==> src/rtl/swc_regs.svh <==
`ifndef SWC_REGS_SVH
`define SWC_REGS_SVH
// --------------------
// register offsets (byte addresses)
// --------------------
`define SWC_ADDR_CTRL 8'h00
`define SWC_ADDR_SRC_EN 8'h04
`define SWC_ADDR_STATUS 8'h08
`define SWC_ADDR_IRQ_STAT 8'h0C
`define SWC_ADDR_IRQ_CLR 8'h10
`define SWC_ADDR_IRQ_EN 8'h14
// --------------------
// control field positions
// --------------------
`define SWC_CTRL_WDT_EN 0
`define SWC_CTRL_RC_MODE 1
`define SWC_CTRL_GIE 2
`define SWC_CTRL_T1_ASYNC 3
// --------------------
// wake source enable positions, also the synchroniser lane order
// --------------------
`define SWC_SRC_EXT_INT 0
`define SWC_SRC_PORT_B 1
`define SWC_SRC_PERIPH 2
`define SWC_SRC_TIMER_ONE 3
`define SWC_LANE_WDT 4
`define SWC_LANE_MASTER_CLEAR_PIN_N 5
// --------------------
// event bits of the interrupt status register
// --------------------
`define SWC_EV_SLEEP 0
`define SWC_EV_SLEEP_NOP 1
`define SWC_EV_WAKE_WDT 2
`define SWC_EV_WAKE_INT 3
`define SWC_EV_MASTER_CLEAR_PIN 4
// ----------------------------------------------------------------------------
// reset values
// ----------------------------------------------------------------------------
`define SWC_CTRL_RESET 4'h0
`define SWC_SRC_EN_RESET 4'h0
`define SWC_IRQ_EN_RESET 5'h00
// ----------------------------------------------------------------------------
// timing
// ----------------------------------------------------------------------------
`define SWC_CLK_NS 100
`define SWC_OSC_NS 100
`define SWC_OSC_PER_INSTR 4
`define SWC_OST_PERIODS 1024
`define SWC_OST_CYCLES ((`SWC_OST_PERIODS * `SWC_OSC_NS + `SWC_CLK_NS - 1) / `SWC_CLK_NS)
`define SWC_INT_VECTOR 13'h0004
`endif

==> src/rtl/swc_pkg.sv <==
package swc_pkg;
  // --------------------------------------------------------------------------
  // sequencer states, one-hot
  // --------------------------------------------------------------------------
  typedef enum logic [4:0] {
    ST_RESET = 5'h01, // master clear held or just released
    ST_RUN   = 5'h02, // normal execution
    ST_SLEEP = 5'h04, // oscillator off, waiting for a wake event
    ST_OST   = 5'h08, // oscillator start-up delay
    ST_WAKE  = 5'h10  // executing the prefetched instruction
  } swc_state_e;
  typedef logic [12:0] swc_addr_t;
endpackage : swc_pkg

==> src/rtl/swc_ctl_if.sv <==
`timescale 1ns/1ps
`default_nettype none
// links the sequencer core with the wake detector and start-up timer
interface swc_ctl_if;
  logic [3:0] src_en; // per-source wake enables
  logic t1_async; // timer one counts asynchronously
  logic wdt_en; // watchdog enabled
  logic master_clear_pin_active; // synchronised master clear held low
  logic int_pending; // an enabled interrupt flag is set
  logic wdt_wake; // enabled watchdog timed out
  logic ost_start; // start the oscillator start-up count
  logic ost_done; // start-up count finished
  modport core (output src_en, t1_async, wdt_en, ost_start,
                input master_clear_pin_active, int_pending, wdt_wake, ost_done);
  modport det (input src_en, t1_async, wdt_en,
               output master_clear_pin_active, int_pending, wdt_wake);
  modport tmr (input ost_start, output ost_done);
endinterface : swc_ctl_if
`default_nettype wire

==> src/rtl/swc_wake_detect.sv <==
`timescale 1ns/1ps
`default_nettype none
`include "swc_regs.svh"
// synchronises the clockless wake sources and qualifies them
module swc_wake_detect (
  input wire logic clk,
  input wire logic rst_n,
  input wire logic [5:0] raw,
  swc_ctl_if.det ctl
);
  typedef struct packed {
    logic [5:0] meta; // first synchroniser stage
    logic [5:0] sync; // second synchroniser stage
    logic master_clear_pin; // master clear level
    logic intp; // enabled interrupt pending
    logic wdt; // watchdog wake
  } swc_det_s;
  swc_det_s s_r;
  swc_det_s s_nxt;
  // --------------------------------------------------------------------------
  // qualification
  // --------------------------------------------------------------------------
  always_comb begin
    s_nxt = s_r;
    s_nxt.meta = raw;
    s_nxt.sync = s_r.meta;
    s_nxt.master_clear_pin = ~s_r.sync[`SWC_LANE_MASTER_CLEAR_PIN_N];
    // only individual enables gate the wake, timer one only when asynchronous
    s_nxt.intp = |(s_r.sync[3:0] & ctl.src_en &
                  {ctl.t1_async, 3'h7});
    s_nxt.wdt = s_r.sync[`SWC_LANE_WDT] & ctl.wdt_en;
  end
  // --------------------------------------------------------------------------
  // state register
  // --------------------------------------------------------------------------
  always_ff @(posedge clk or negedge rst_n) begin
    if (!rst_n) begin
      s_r <= '0;
      // the master clear pin idles high, so no false clear follows reset
      s_r.meta[`SWC_LANE_MASTER_CLEAR_PIN_N] <= 1'b1;
      s_r.sync[`SWC_LANE_MASTER_CLEAR_PIN_N] <= 1'b1;
    end else begin
      s_r <= s_nxt;
    end
  end
  assign ctl.master_clear_pin_active = s_r.master_clear_pin;
  assign ctl.int_pending = s_r.intp;
  assign ctl.wdt_wake = s_r.wdt;
endmodule : swc_wake_detect
`default_nettype wire

==> src/rtl/swc_ost_timer.sv <==
`timescale 1ns/1ps
`default_nettype none
`include "swc_regs.svh"
// counts the oscillator start-up delay after a wake or reset
module swc_ost_timer #(
  parameter int OST_CYCLES = `SWC_OST_CYCLES
) (
  input wire logic clk,
  input wire logic rst_n,
  swc_ctl_if.tmr ctl
);
  initial begin
    if (OST_CYCLES < 1 || OST_CYCLES > 4096) begin
      $error("start-up count out of range");
    end
  end
  typedef struct packed {
    logic busy; // counting
    logic [12:0] cnt; // cycles left
    logic done; // one-cycle finish pulse
  } swc_ost_s;
  swc_ost_s s_r;
  swc_ost_s s_nxt;
  // --------------------------------------------------------------------------
  // countdown
  // --------------------------------------------------------------------------
  always_comb begin
    s_nxt = s_r;
    s_nxt.done = 1'b0;
    if (ctl.ost_start) begin
      s_nxt.busy = 1'b1;
      s_nxt.cnt = 13'(OST_CYCLES - 1);
    end else if (s_r.busy) begin
      if (s_r.cnt == 13'h0000) begin
        s_nxt.busy = 1'b0;
        s_nxt.done = 1'b1;
      end else begin
        s_nxt.cnt = 13'(s_r.cnt - 13'h0001);
      end
    end
  end
  // --------------------------------------------------------------------------
  // state register
  // --------------------------------------------------------------------------
  always_ff @(posedge clk or negedge rst_n) begin
    if (!rst_n) begin
      s_r <= '0;
    end else begin
      s_r <= s_nxt;
    end
  end
  assign ctl.ost_done = s_r.done;
endmodule : swc_ost_timer
`default_nettype wire

==> src/rtl/swc_sleep_ctrl.sv <==
// Chosen here: the register offsets and the address-and-strobe port.
`timescale 1ns/1ps
`default_nettype none
`include "swc_regs.svh"
// Function
// - wake on master clear, watchdog, interrupt
// - master clear resets; others continue execution
// - powerdown flag set at reset, cleared by sleep
// - watchdog wake clears timeout flag
// - only clockless sources wake while asleep
// - timer one wakes only when asynchronous
// - sleep prefetches instruction at next address
// - individual enable gates wake, not global
// - run prefetched instruction, then vector if enabled
// - pending interrupt, global off: sleep is nop
// - interrupt during sleep: complete, then wake
// - crystal modes wait 1024 periods; RC none
// - four periods per cycle; branches add nop
// - sleep clears watchdog if enabled, sets timeout, clears powerdown, stops oscillator
module swc_sleep_ctrl #(
  parameter int OST_CYCLES = `SWC_OST_CYCLES
) (
  input wire logic clk,
  input wire logic reset_n,
  input wire logic [7:0] addr,
  input wire logic [31:0] wdata,
  input wire logic wr_en,
  input wire logic rd_en,
  output logic [31:0] rdata,
  input wire logic sleep_instr,
  input wire logic watchdog_clear_instruction,
  input wire logic branch_or_skip,
  input wire logic [12:0] program_counter,
  input wire logic master_clear_pin_n,
  input wire logic watchdog_timeout,
  input wire logic ext_int_flag,
  input wire logic port_b_change_flag,
  input wire logic periph_flag,
  input wire logic timer_one_flag,
  output logic instr_cycle_en,
  output logic nop_cycle,
  output logic device_reset,
  output logic osc_driver_on,
  output logic watchdog_clear,
  output logic prefetch_valid,
  output logic [12:0] prefetch_addr,
  output logic exec_prefetched,
  output logic vector_valid,
  output logic [12:0] vector_addr,
  output logic asleep,
  output logic timeout_flag,
  output logic powerdown_flag,
  output logic irq
);
  // --------------------------------------------------------------------------
  // parameter check
  // --------------------------------------------------------------------------
  initial begin
    if (OST_CYCLES < 1 || OST_CYCLES > 4096) begin
      $error("start-up count out of range");
    end
  end

  // --------------------------------------------------------------------------
  // reset release synchroniser
  // --------------------------------------------------------------------------
  logic rst_meta_r; // first release stage
  logic rst_n_r; // released reset used everywhere else

  always_ff @(posedge clk or negedge reset_n) begin
    if (!reset_n) begin
      rst_meta_r <= 1'b0;
      rst_n_r <= 1'b0;
    end else begin
      rst_meta_r <= 1'b1;
      rst_n_r <= rst_meta_r;
    end
  end

  // --------------------------------------------------------------------------
  // helpers
  // --------------------------------------------------------------------------
  swc_ctl_if ctl (); // links to detector and timer

  swc_wake_detect u_det (
    .clk(clk),
    .rst_n(rst_n_r),
    .raw({master_clear_pin_n, watchdog_timeout, timer_one_flag, periph_flag,
          port_b_change_flag, ext_int_flag}),
    .ctl(ctl.det)
  );

  swc_ost_timer #(
    .OST_CYCLES(OST_CYCLES)
  ) u_ost (
    .clk(clk),
    .rst_n(rst_n_r),
    .ctl(ctl.tmr)
  );

  // --------------------------------------------------------------------------
  // state of the block
  // --------------------------------------------------------------------------
  typedef struct packed {
    swc_pkg::swc_state_e state; // sequencer state
    logic [1:0] div; // oscillator periods within a cycle
    logic tick; // instruction cycle enable
    logic nop_next; // next cycle is a flush
    logic nop_cycle; // current cycle is a flush
    logic rst_out; // full device reset
    logic osc_on; // oscillator driver
    logic wdt_clr; // watchdog clear pulse
    logic pf_valid; // prefetch pulse
    logic [12:0] pf_addr; // prefetch address
    logic exec_pf; // prefetched instruction executes
    logic exec_done; // prefetched instruction already issued
    logic vec_valid; // branch to interrupt vector
    logic from_wake; // start-up belongs to a wake
    logic wake_by_int; // wake came from an interrupt
    logic to_flag; // timeout flag
    logic pd_flag; // powerdown flag
    logic [3:0] ctrl; // control register
    logic [3:0] src_en; // wake source enables
    logic [4:0] irq_en; // event enables
    logic [4:0] irq_stat; // sticky events
    logic irq; // interrupt output
    logic ost_start; // start the start-up count
    logic [31:0] rdata; // read data
  } swc_core_s;

  swc_core_s s_r;
  swc_core_s s_nxt;
  logic [4:0] ev; // events raised this cycle
  logic [4:0] clr; // events cleared by software this cycle
  logic crystal; // crystal or resonator oscillator mode
  logic global_int_enable; // global interrupt enable

  // --------------------------------------------------------------------------
  // next-state logic
  // --------------------------------------------------------------------------
  always_comb begin
    s_nxt = s_r;
    ev = 5'h00;
    clr = 5'h00;
    crystal = ~s_r.ctrl[`SWC_CTRL_RC_MODE];
    global_int_enable = s_r.ctrl[`SWC_CTRL_GIE];
    s_nxt.tick = 1'b0;
    s_nxt.wdt_clr = 1'b0;
    s_nxt.pf_valid = 1'b0;
    s_nxt.exec_pf = 1'b0;
    s_nxt.vec_valid = 1'b0;
    s_nxt.ost_start = 1'b0;
    s_nxt.rdata = 32'h0000_0000;

    // register writes
    if (wr_en) begin
      if (addr == `SWC_ADDR_CTRL) begin
        s_nxt.ctrl = wdata[3:0];
      end else if (addr == `SWC_ADDR_SRC_EN) begin
        s_nxt.src_en = wdata[3:0];
      end else if (addr == `SWC_ADDR_IRQ_CLR) begin
        clr = wdata[4:0];
      end else if (addr == `SWC_ADDR_IRQ_EN) begin
        s_nxt.irq_en = wdata[4:0];
      end
    end

    // register reads, data valid the following cycle only
    if (rd_en) begin
      if (addr == `SWC_ADDR_CTRL) begin
        s_nxt.rdata = {28'h0000000, s_r.ctrl};
      end else if (addr == `SWC_ADDR_SRC_EN) begin
        s_nxt.rdata = {28'h0000000, s_r.src_en};
      end else if (addr == `SWC_ADDR_STATUS) begin
        s_nxt.rdata = {24'h000000, 5'(s_r.state), s_r.state == swc_pkg::ST_SLEEP,
                       s_r.pd_flag, s_r.to_flag};
      end else if (addr == `SWC_ADDR_IRQ_STAT) begin
        s_nxt.rdata = {27'h0000000, s_r.irq_stat};
      end else if (addr == `SWC_ADDR_IRQ_EN) begin
        s_nxt.rdata = {27'h0000000, s_r.irq_en};
      end else begin
        s_nxt.rdata = 32'h0000_0000; // unmapped and write-only read zero
      end
    end

    if (ctl.master_clear_pin_active) begin
      // master clear overrides the sequencer and asserts device reset; registers keep their values
      if (s_r.state == swc_pkg::ST_SLEEP) begin
        ev[`SWC_EV_MASTER_CLEAR_PIN] = 1'b1;
      end
      s_nxt.state = swc_pkg::ST_RESET;
      s_nxt.rst_out = 1'b1;
      s_nxt.osc_on = 1'b1;
      s_nxt.div = 2'h0;
      s_nxt.nop_next = 1'b0;
      s_nxt.nop_cycle = 1'b0;
      s_nxt.exec_done = 1'b0;
      s_nxt.wake_by_int = 1'b0;
    end else begin
      case (s_r.state)
        swc_pkg::ST_RESET: begin
          // release: crystal modes wait for the oscillator first
          s_nxt.rst_out = 1'b0;
          s_nxt.from_wake = 1'b0;
          if (crystal) begin
            s_nxt.ost_start = 1'b1;
            s_nxt.state = swc_pkg::ST_OST;
          end else begin
            s_nxt.state = swc_pkg::ST_RUN;
          end
        end
        swc_pkg::ST_RUN: begin
          // four oscillator periods make one instruction cycle
          s_nxt.div = 2'(s_r.div + 2'h1);
          if (s_r.div == 2'(`SWC_OSC_PER_INSTR - 1)) begin
            s_nxt.tick = 1'b1;
            s_nxt.nop_cycle = s_r.nop_next;
            s_nxt.nop_next = 1'b0;
          end
          if (s_r.tick && !s_r.nop_cycle) begin
            if (branch_or_skip) begin
              s_nxt.nop_next = 1'b1;
            end
            if (watchdog_clear_instruction) begin
              // explicit clear before sleep keeps the watchdog quiet
              s_nxt.wdt_clr = 1'b1;
              s_nxt.to_flag = 1'b1;
              s_nxt.pd_flag = 1'b1;
            end else if (sleep_instr) begin
              s_nxt.pf_valid = 1'b1;
              s_nxt.pf_addr = 13'(program_counter + 13'h0001);
              if (ctl.int_pending && !global_int_enable) begin
                // pending flag already there: sleep acts as nop
                ev[`SWC_EV_SLEEP_NOP] = 1'b1;
              end else begin
                // sleep takes effect
                s_nxt.wdt_clr = s_r.ctrl[`SWC_CTRL_WDT_EN];
                s_nxt.to_flag = 1'b1;
                s_nxt.pd_flag = 1'b0;
                s_nxt.osc_on = 1'b0;
                s_nxt.state = swc_pkg::ST_SLEEP;
                s_nxt.div = 2'h0;
                s_nxt.nop_next = 1'b0;
                s_nxt.wake_by_int = 1'b0;
                ev[`SWC_EV_SLEEP] = 1'b1;
              end
            end
          end
        end
        swc_pkg::ST_SLEEP: begin
          // no instruction cycles; detector runs off the free reference
          if (ctl.wdt_wake || ctl.int_pending) begin
            s_nxt.osc_on = 1'b1;
            s_nxt.from_wake = 1'b1;
            s_nxt.exec_done = 1'b0;
            if (ctl.wdt_wake) begin
              s_nxt.to_flag = 1'b0;
              ev[`SWC_EV_WAKE_WDT] = 1'b1;
            end else begin
              s_nxt.wake_by_int = 1'b1;
              ev[`SWC_EV_WAKE_INT] = 1'b1;
            end
            if (crystal) begin
              s_nxt.ost_start = 1'b1;
              s_nxt.state = swc_pkg::ST_OST;
            end else begin
              s_nxt.state = swc_pkg::ST_WAKE;
            end
          end
        end
        swc_pkg::ST_OST: begin
          // hold execution until the oscillator is stable
          if (ctl.ost_done) begin
            s_nxt.div = 2'h0;
            if (s_r.from_wake) begin
              s_nxt.state = swc_pkg::ST_WAKE;
            end else begin
              s_nxt.state = swc_pkg::ST_RUN;
            end
          end
        end
        swc_pkg::ST_WAKE: begin
          // first cycle runs the prefetched instruction
          s_nxt.div = 2'(s_r.div + 2'h1);
          if (s_r.div == 2'(`SWC_OSC_PER_INSTR - 1)) begin
            s_nxt.tick = 1'b1;
            if (!s_r.exec_done) begin
              s_nxt.exec_pf = 1'b1;
              s_nxt.exec_done = 1'b1;
            end else begin
              // then branch to the vector only if global enable is set
              s_nxt.vec_valid = s_r.wake_by_int && global_int_enable;
              s_nxt.nop_cycle = 1'b0;
              s_nxt.wake_by_int = 1'b0;
              s_nxt.state = swc_pkg::ST_RUN;
            end
          end
        end
        default: begin
          s_nxt.state = swc_pkg::ST_RESET;
        end
      endcase
    end

    // sticky events, a new event wins over a clear in the same cycle
    s_nxt.irq_stat = (s_r.irq_stat & ~clr) | ev;
    s_nxt.irq = |(s_nxt.irq_stat & s_nxt.irq_en);
  end

  // --------------------------------------------------------------------------
  // state register, flags start as after power-up
  // --------------------------------------------------------------------------
  always_ff @(posedge clk or negedge rst_n_r) begin
    if (!rst_n_r) begin
      s_r <= '0;
      s_r.state <= swc_pkg::ST_RESET;
      s_r.rst_out <= 1'b1;
      s_r.osc_on <= 1'b1;
      s_r.to_flag <= 1'b1;
      s_r.pd_flag <= 1'b1;
      s_r.ctrl <= `SWC_CTRL_RESET;
      s_r.src_en <= `SWC_SRC_EN_RESET;
      s_r.irq_en <= `SWC_IRQ_EN_RESET;
    end else begin
      s_r <= s_nxt;
    end
  end

  // --------------------------------------------------------------------------
  // helper controls and outputs
  // --------------------------------------------------------------------------
  assign ctl.src_en = s_r.src_en;
  assign ctl.t1_async = s_r.ctrl[`SWC_CTRL_T1_ASYNC];
  assign ctl.wdt_en = s_r.ctrl[`SWC_CTRL_WDT_EN];
  assign ctl.ost_start = s_r.ost_start;

  assign rdata = s_r.rdata;
  assign instr_cycle_en = s_r.tick;
  assign nop_cycle = s_r.nop_cycle;
  assign device_reset = s_r.rst_out;
  assign osc_driver_on = s_r.osc_on;
  assign watchdog_clear = s_r.wdt_clr;
  assign prefetch_valid = s_r.pf_valid;
  assign prefetch_addr = s_r.pf_addr;
  assign exec_prefetched = s_r.exec_pf;
  assign vector_valid = s_r.vec_valid;
  assign vector_addr = `SWC_INT_VECTOR; // constant, no logic
  assign asleep = (s_r.state == swc_pkg::ST_SLEEP);
  assign timeout_flag = s_r.to_flag;
  assign powerdown_flag = s_r.pd_flag;
  assign irq = s_r.irq;
endmodule : swc_sleep_ctrl
`default_nettype wire

==> config.mk <==
export PLATFORM = sky130hd
export DESIGN_NAME = swc_sleep_ctrl
export DESIGN_NICKNAME = d
export VERILOG_FILES = /design/src/rtl/swc_pkg.sv /design/src/rtl/swc_ctl_if.sv /design/src/rtl/swc_wake_detect.sv /design/src/rtl/swc_ost_timer.sv /design/src/rtl/swc_sleep_ctrl.sv
export VERILOG_INCLUDE_DIRS = /design/src /design/src/rtl
export SDC_FILE = /design/constraint.sdc
export NUM_CORES = 1
export LEC_CHECK = 0
export BUFFER_PORTS_ARGS = -buffer_cell sky130_fd_sc_hd__buf_2
export CAP_MARGIN = 20
export CORE_UTILIZATION = 54
export CTS_CLUSTER_DIAMETER = 40
export DETAILED_ROUTE_END_ITERATION = 8
export PLACE_DENSITY = 0.82
export SLEW_MARGIN = 40
export SYNTH_ARGS = -nofsm -noshare
export SYNTH_HDL_FRONTEND = slang
export SYNTH_HIERARCHICAL = 1
export SYNTH_SLANG_ARGS = --single-unit
==> constraint.sdc <==
create_clock -name clk -period 4.55 [get_ports clk]
set_input_delay 0.91 -clock clk [delete_from_list [all_inputs] [get_ports clk]]
set_output_delay 0.91 -clock clk [all_outputs]
set_load 0.02 [all_outputs]
==> impl_metrics.py, run 1 <==
metrics = {
    "status": {
        "status": "finished clean",
    },
    "logic_synthesis": {
        "synth_top_area_cell": "dfrtp_1",
        "yosysMostFrequentCell": "dfrtp_1",
        "yosysTopAreaCellShare": 0.4491,
        "netlist_top_cells_area": "dfrtp_1 (45%), buf_4 (9.0%), dfstp_2 (3.8%), mux2_2 (3.3%), nand2_1 (3.3%)",
        "ys_async_sr_fraction": 1.000,
        "synth-seq-cells": 94,
        "yosys_warnings": 6,
        "yosysSeqAreaShare": 0.4871,
        "ys.flop_type": "dfrtp_1",
        "synth_edf_count": 0,
        "synth.avg_cell_area_um2": 10.45,
        "synthCells": 464,
        "synthDistinctLibCells": 64,
        "synth.cell_area_um2": 4847,
        "synth_common_cells": "dfrtp_1 (87), buf_4 (58), nand2_1 (42), o21ai_0 (28), nor2_1 (24)",
    },
    "flow_run": {
        "cap_violations": 0,
    },
    "worst_setup_path": {
        "ff2ff_setup_slack_ps": 1960,
        "critPathLaunch": "s_r[85]",
        "critPathArrivalTime_ps": 1850,
        "cp-start-kind": "flip-flop",
        "worst-path-max-fanout": 10,
        "cpLargestDelayFamily": "simple AND/OR/NAND/NOR gates",
        "critPathRequiredTime_ps": 3640,
        "cp.depth": 3,
        "crit_slowest_cell": "dfrtp_1",
        "r2r-start": "u_det/ctl.master_clear_pin_active",
        "r2r_end": "irq",
        "reg2reg_depth": 5,
        "path_buf_inv": 1,
        "crit_path_end": "asleep",
        "path_cells": "nor3_1 > and2_1 > buf_2",
        "worstSetupEndpointType": "primary output",
        "critPathMaxStageDelay_ps": 460,
        "setup.worst_path.class": "flip-flop to primary output",
    },
    "finish": {
        "final_util": 0.5984,
        "num-nets-final": 586,
        "layout-drive-gt1-share": 0.2490,
        "diodes": 0,
        "syn2layout_area_growth_pct": 7.667,
    },
    "placement": {
        "dp_hpwl_mm": 6.976,
        "gp_congestion": 0.8625,
        "port_buffers": 71,
    },
    "timing": {
        "fin_worst_skew_ps": 14.03,
        "rsz0062_at_grt": "no",
        "slew_violations": 0,
        "worst_pin_slew_ps": 777.8,
        "min_period_ps": 2756,
        "max_freq_mhz": 362.9,
        "slew_headroom": 0.4802,
        "hold_viol": 0,
        "finalCritPeriodShare": 0.6056,
        "setup-tns-final_ps": 0,
        "setup_violations": 0,
    },
    "cts": {
        "cts_setup_buffers": 0,
        "cts.sinks": 94,
        "clock_path_buffers": 2,
        "holdBufCountCts": 0,
        "ctsResizeCount": 0,
        "clockRootBuffer": "clkbuf_8",
        "htreeDepth": 3,
        "cts_buffers": 9,
        "cts.clk_slew.worst_paths_ps": 100,
        "cts_tree": "built",
        "clk_latency_ps": 370,
    },
    "routing": {
        "drt_first_pass_iters": 7,
        "antenna_left": 0,
        "drc": 0,
        "wirelength_mm": 9.488,
        "via_per_inst": 5.500,
        "routedWlPerCell_um": 15.06,
        "initialDrtViolationCount": 160,
        "via_count": 3465,
    },
    "floorplanning": {
        "core_area_um2": 8721,
        "fp-row-count": 34,
        "fp.dieW_um": 96.74,
        "die_y_um": 96.74,
        "fp.dieArea_um2": 9359,
        "io_pins": 136,
        "start_util": 0.5558,
    },
    "global_routing": {
        "global_route.usage.total": 0.2105,
        "grt_pass1_vias": 3394,
        "grt_max_degree": 46,
        "grt_overflow": 0,
        "antenna_found_initial": 0,
        "grt_pass1_wl_mm": 15.86,
    },
    "pwr": {
        "p_per_area_nw_per_um2": 336.6,
        "leakagePower_nw": 2.493,
        "total_power_mw": 1.757,
        "ir_drop_uv": 186.6,
    },
    "min_path": {
        "min_path_type": "flip-flop to asynchronous set/reset pin",
    },
}
==> logic make-up (layout without fill, tap and decap cells) <==
kind of cell / Yosys count / after routing / synth area share
XOR/XNOR: 12 / 12 / 0.02168
multiplexers: 26 / 26 / 0.05834
AND/OR/NAND/NOR: 157 / 157 / 0.1882
other: 2 / 38 / 0.001549
adder cells (fa/ha/maj): 3 / 3 / 0.007745
AO/OA/AOI/OAI: 89 / 89 / 0.1273
flip-flops: 94 / 94 / 0.4871
buffers and inverters: 81 / 103 / 0.1082
==> state kept, by name, indices dropped and copies added, names as in the netlist, 4 cells and up <==
| name | cells |
|---|---|
| u_det/s_r | 6 |
| u_ost/s_r | 14 |
| prefetch_addr | 13 |
| rdata | 8 |
| s_r | 22 |
| ctl.src_en | 4 |
| u_det/s_nxt | 6 |
==> cells in the final DEF (no fill, tap or decap), types with 7 or more instances in the layout <==
master | synthesis | layout
mux2_2 | 14 | 14
xor2_1 | 7 | 7
nand2_1 | 42 | 42
conb_1 | 2 | 38
buf_2 | 2 | 71
nor2_1 | 24 | 24
clkbuf_8 | 0 | 11
nor2b_1 | 8 | 8
mux2i_1 | 11 | 11
nor4_1 | 7 | 7
dfstp_2 | 7 | 7
nand3_1 | 9 | 9
o21ai_0 | 28 | 28
inv_1 | 14 | 14
dfrtp_1 | 87 | 86
a21oi_1 | 13 | 13
nand2b_1 | 8 | 8
and3_1 | 7 | 7
and2_1 | 11 | 11
==> layout make-up <==
type                       instances  area, um^2
tap                              108       135.1
sequential                        94        2365
fill                             736        3502
inverter                          14       52.55
multi-input combinational        325        2098
clock inverter                     4       30.03
timing repair buffer              73       382.9
clock buffer                      12       155.1
==> routing by layer <==
metal  routed length [um]  track usage
met2                 4561       0.3478
met4                  232       0.1010
met3                  600      0.03902
met1                 4094       0.2673
met5                    0            0
==> worst min-delay path by stage <==
stage,end,cells past startpoint
after CTS,ctl.src_en[3],0
after global routing,ctl.src_en[3],0
after floorplan,rst_n_r,0
final,u_det/ctl.int_pending,0
after detailed placement,u_det/s_nxt[6],0
after global placement,u_det/s_nxt[6],0
==> power by group <==
part / internal (mW) / switching, mW / total [mW] / leakage [nW]
Combinational: 0.114 / 0.156 / 0.270 / 1.21
Clock: 0.231 / 0.293 / 0.524 / 0.0930
Sequential: 0.894 / 0.0685 / 0.962 / 1.19
Total: 1.24 / 0.518 / 1.76 / 2.49
==> stage by stage <==
| step | setup WS (ps) | std cells | area, um^2 | hold WS [ps] |
|---|---|---|---|---|
| floorplan | 1750 | 500 | 4982 | 331.2 |
| global placement | 1824 | 613 | 5012 | 209.4 |
| detailed placement | 1769 | 614 | 5034 | 216.7 |
| CTS | 1773 | 630 | 5219 | 212.4 |
| global route | 1665 | 630 | 5219 | 226.2 |
| finish | 1794 | 630 | 5219 | 199.2 |
Note: power is estimated with default switching activity, not from simulation.
==> run 2: changes to the inputs <==
CORE_UTILIZATION = 47   (was 54)
PLACE_DENSITY = 0.76   (was 0.82)
clock period = 2.25 ns   (was 4.55 ns; I/O delays follow)
==> run 2 against run 1 <==
Sequential power up 100%; clock-buffer cell count down 1; largest cell class unchanged; register-to-register slack worse by 1800 ps.
==> impl_metrics.py, run 2 (same netlist as run 1, synthesis figures left out) <==
metrics = {
    "status": {
        "status": "finished clean",
    },
    "finish": {
        "mostFrequentLayoutCells": "dfrtp_1 (86), buf_2 (71), nand2_1 (42)",
        "layout_commonest_cell": "dfrtp_1",
        "final_util": 0.5450,
        "top_register": "s_r",
        "syn2layout_area_growth_pct": 10.92,
        "layout.cells.non_filler": 668,
        "largest_register_ffs": 22,
        "num-nets-final": 599,
        "final_area_um2": 5376,
        "diodes": 0,
        "layout-drive-gt1-share": 0.2710,
    },
    "worst_setup_path": {
        "critPathArrivalTime_ps": 1630,
        "worst-path-max-fanout": 10,
        "worstSetupEndpointType": "primary output",
        "setup.worst_path.class": "flip-flop to primary output",
        "cp-start-kind": "flip-flop",
        "critPathRequiredTime_ps": 1800,
    },
    "min_path": {
        "min_path_type": "flip-flop to asynchronous set/reset pin",
    },
    "cts": {
        "clk_latency_ps": 350,
        "cts.sinks": 94,
        "cts_tree": "built",
        "clock_path_buffers": 2,
        "htreeDepth": 3,
        "cts_setup_buffers": 0,
        "cts_buffers": 9,
        "cts.clk_slew.worst_paths_ps": 90,
        "clockRootBuffer": "clkbuf_8",
    },
    "global_routing": {
        "grt_use_met2": 0.3279,
        "busiest_layer": "met2",
        "grt_util_met3": 0.04594,
        "grt_pass1_wl_mm": 16.36,
        "grt_overflow": 0,
        "grtUsageMet1": 0.2308,
        "global_route.usage.total": 0.1886,
        "antenna_found_initial": 0,
        "grt_pass1_vias": 3489,
        "grt_max_degree": 74,
    },
    "floorplanning": {
        "fp.dieW_um": 103.6,
        "core_area_um2": 9864,
        "start_util": 0.4914,
        "fp.dieArea_um2": 10720,
        "die_y_um": 103.6,
        "fp-row-count": 36,
        "io_pins": 136,
    },
    "placement": {
        "port_buffers": 71,
        "postPlaceCellArea_um2": 5154,
        "dp_hpwl_mm": 7.241,
        "dpl.cell_count": 651,
        "gp_congestion": 0.8454,
    },
    "routing": {
        "antenna_left": 0,
        "routedWlPerCell_um": 14.52,
        "wirelength_mm": 9.698,
        "drt_first_pass_iters": 4,
        "via_count": 3508,
        "initialDrtViolationCount": 213,
        "via_per_inst": 5.251,
        "drc": 0,
    },
    "timing": {
        "min_period_ps": 2078,
        "slew_headroom": 0.5738,
        "fin_worst_skew_ps": 13.59,
        "setup-tns-final_ps": 0,
        "rsz0062_at_grt": "no",
        "finalCritPeriodShare": 0.9238,
        "slew_violations": 0,
        "worst_pin_slew_ps": 639.3,
        "hold_viol": 0,
        "setup_violations": 0,
        "max_freq_mhz": 481.1,
    },
    "pwr": {
        "total_power_mw": 3.641,
        "ir_drop_uv": 316.6,
        "leakagePower_nw": 2.563,
        "p_per_area_nw_per_um2": 677.1,
    },
    "flow_run": {
        "cap_violations": 0,
    },
}
[run 2: path summary, 6_finish.rpt]
kind,startpoint,to,slack [ps],depth (start not counted)
worst max-delay path,s_r[85],asleep,170,3
worst min-delay path,rst_n_r,exec_prefetched,200,0
worst max register to register,s_r[85],s_r[80],190,5
worst min register to register,rst_n_r,exec_prefetched,200,0
max in group asynchronous,rst_n_r,u_det/s_nxt[8],1340,1
min in group clk,master_clear_pin_n,u_det/s_nxt[8],200,1
[run 2: layout make-up]
type	instances	area [um^2]
fill	879	4488
sequential	94	2365
multi-input combinational	325	2110
timing repair buffer	86	483.0
tap	133	166.4
clock buffer	11	141.4
clock inverter	5	58.81
inverter	14	52.55
[run 2: report_power, final]
group | internal (mW) | switching, mW | total, mW
Combinational | 0.242 | 0.325 | 0.567
Sequential | 1.81 | 0.145 | 1.95
Clock | 0.547 | 0.574 | 1.12
Total | 2.60 | 1.04 | 3.64
[run 2: worst max-delay path, cell delays in order (launching register included)]
cell and delay, ps:
dfrtp_1 460, nor3_2 270, and2_2 330, buf_2 220
[run 2: repair_timing]
item                       4_1_cts  5_1_grt
setup endpoints to repair        1        5
resized for setup                1        3
hold endpoints to repair         2        0
hold buffers                     1        0
[run 2: stage by stage]
step,hold slack (ps),setup slack (ps)
6_report,195.1,171.5
3_3_place_gp,211.6,90.35
5_1_grt,176.2,33.82
4_1_cts,176.8,93.76
2_1_floorplan,154.4,334.6
3_5_place_dp,212.5,64.90
[run 2: per-layer routing]
layer / vias to the layer above / share of wire
met5: - / 0
met4: 0 / 0.019
met3: 19 / 0.049
met2: 111 / 0.51
met1: 1696 / 0.43
li1: 1682 / -
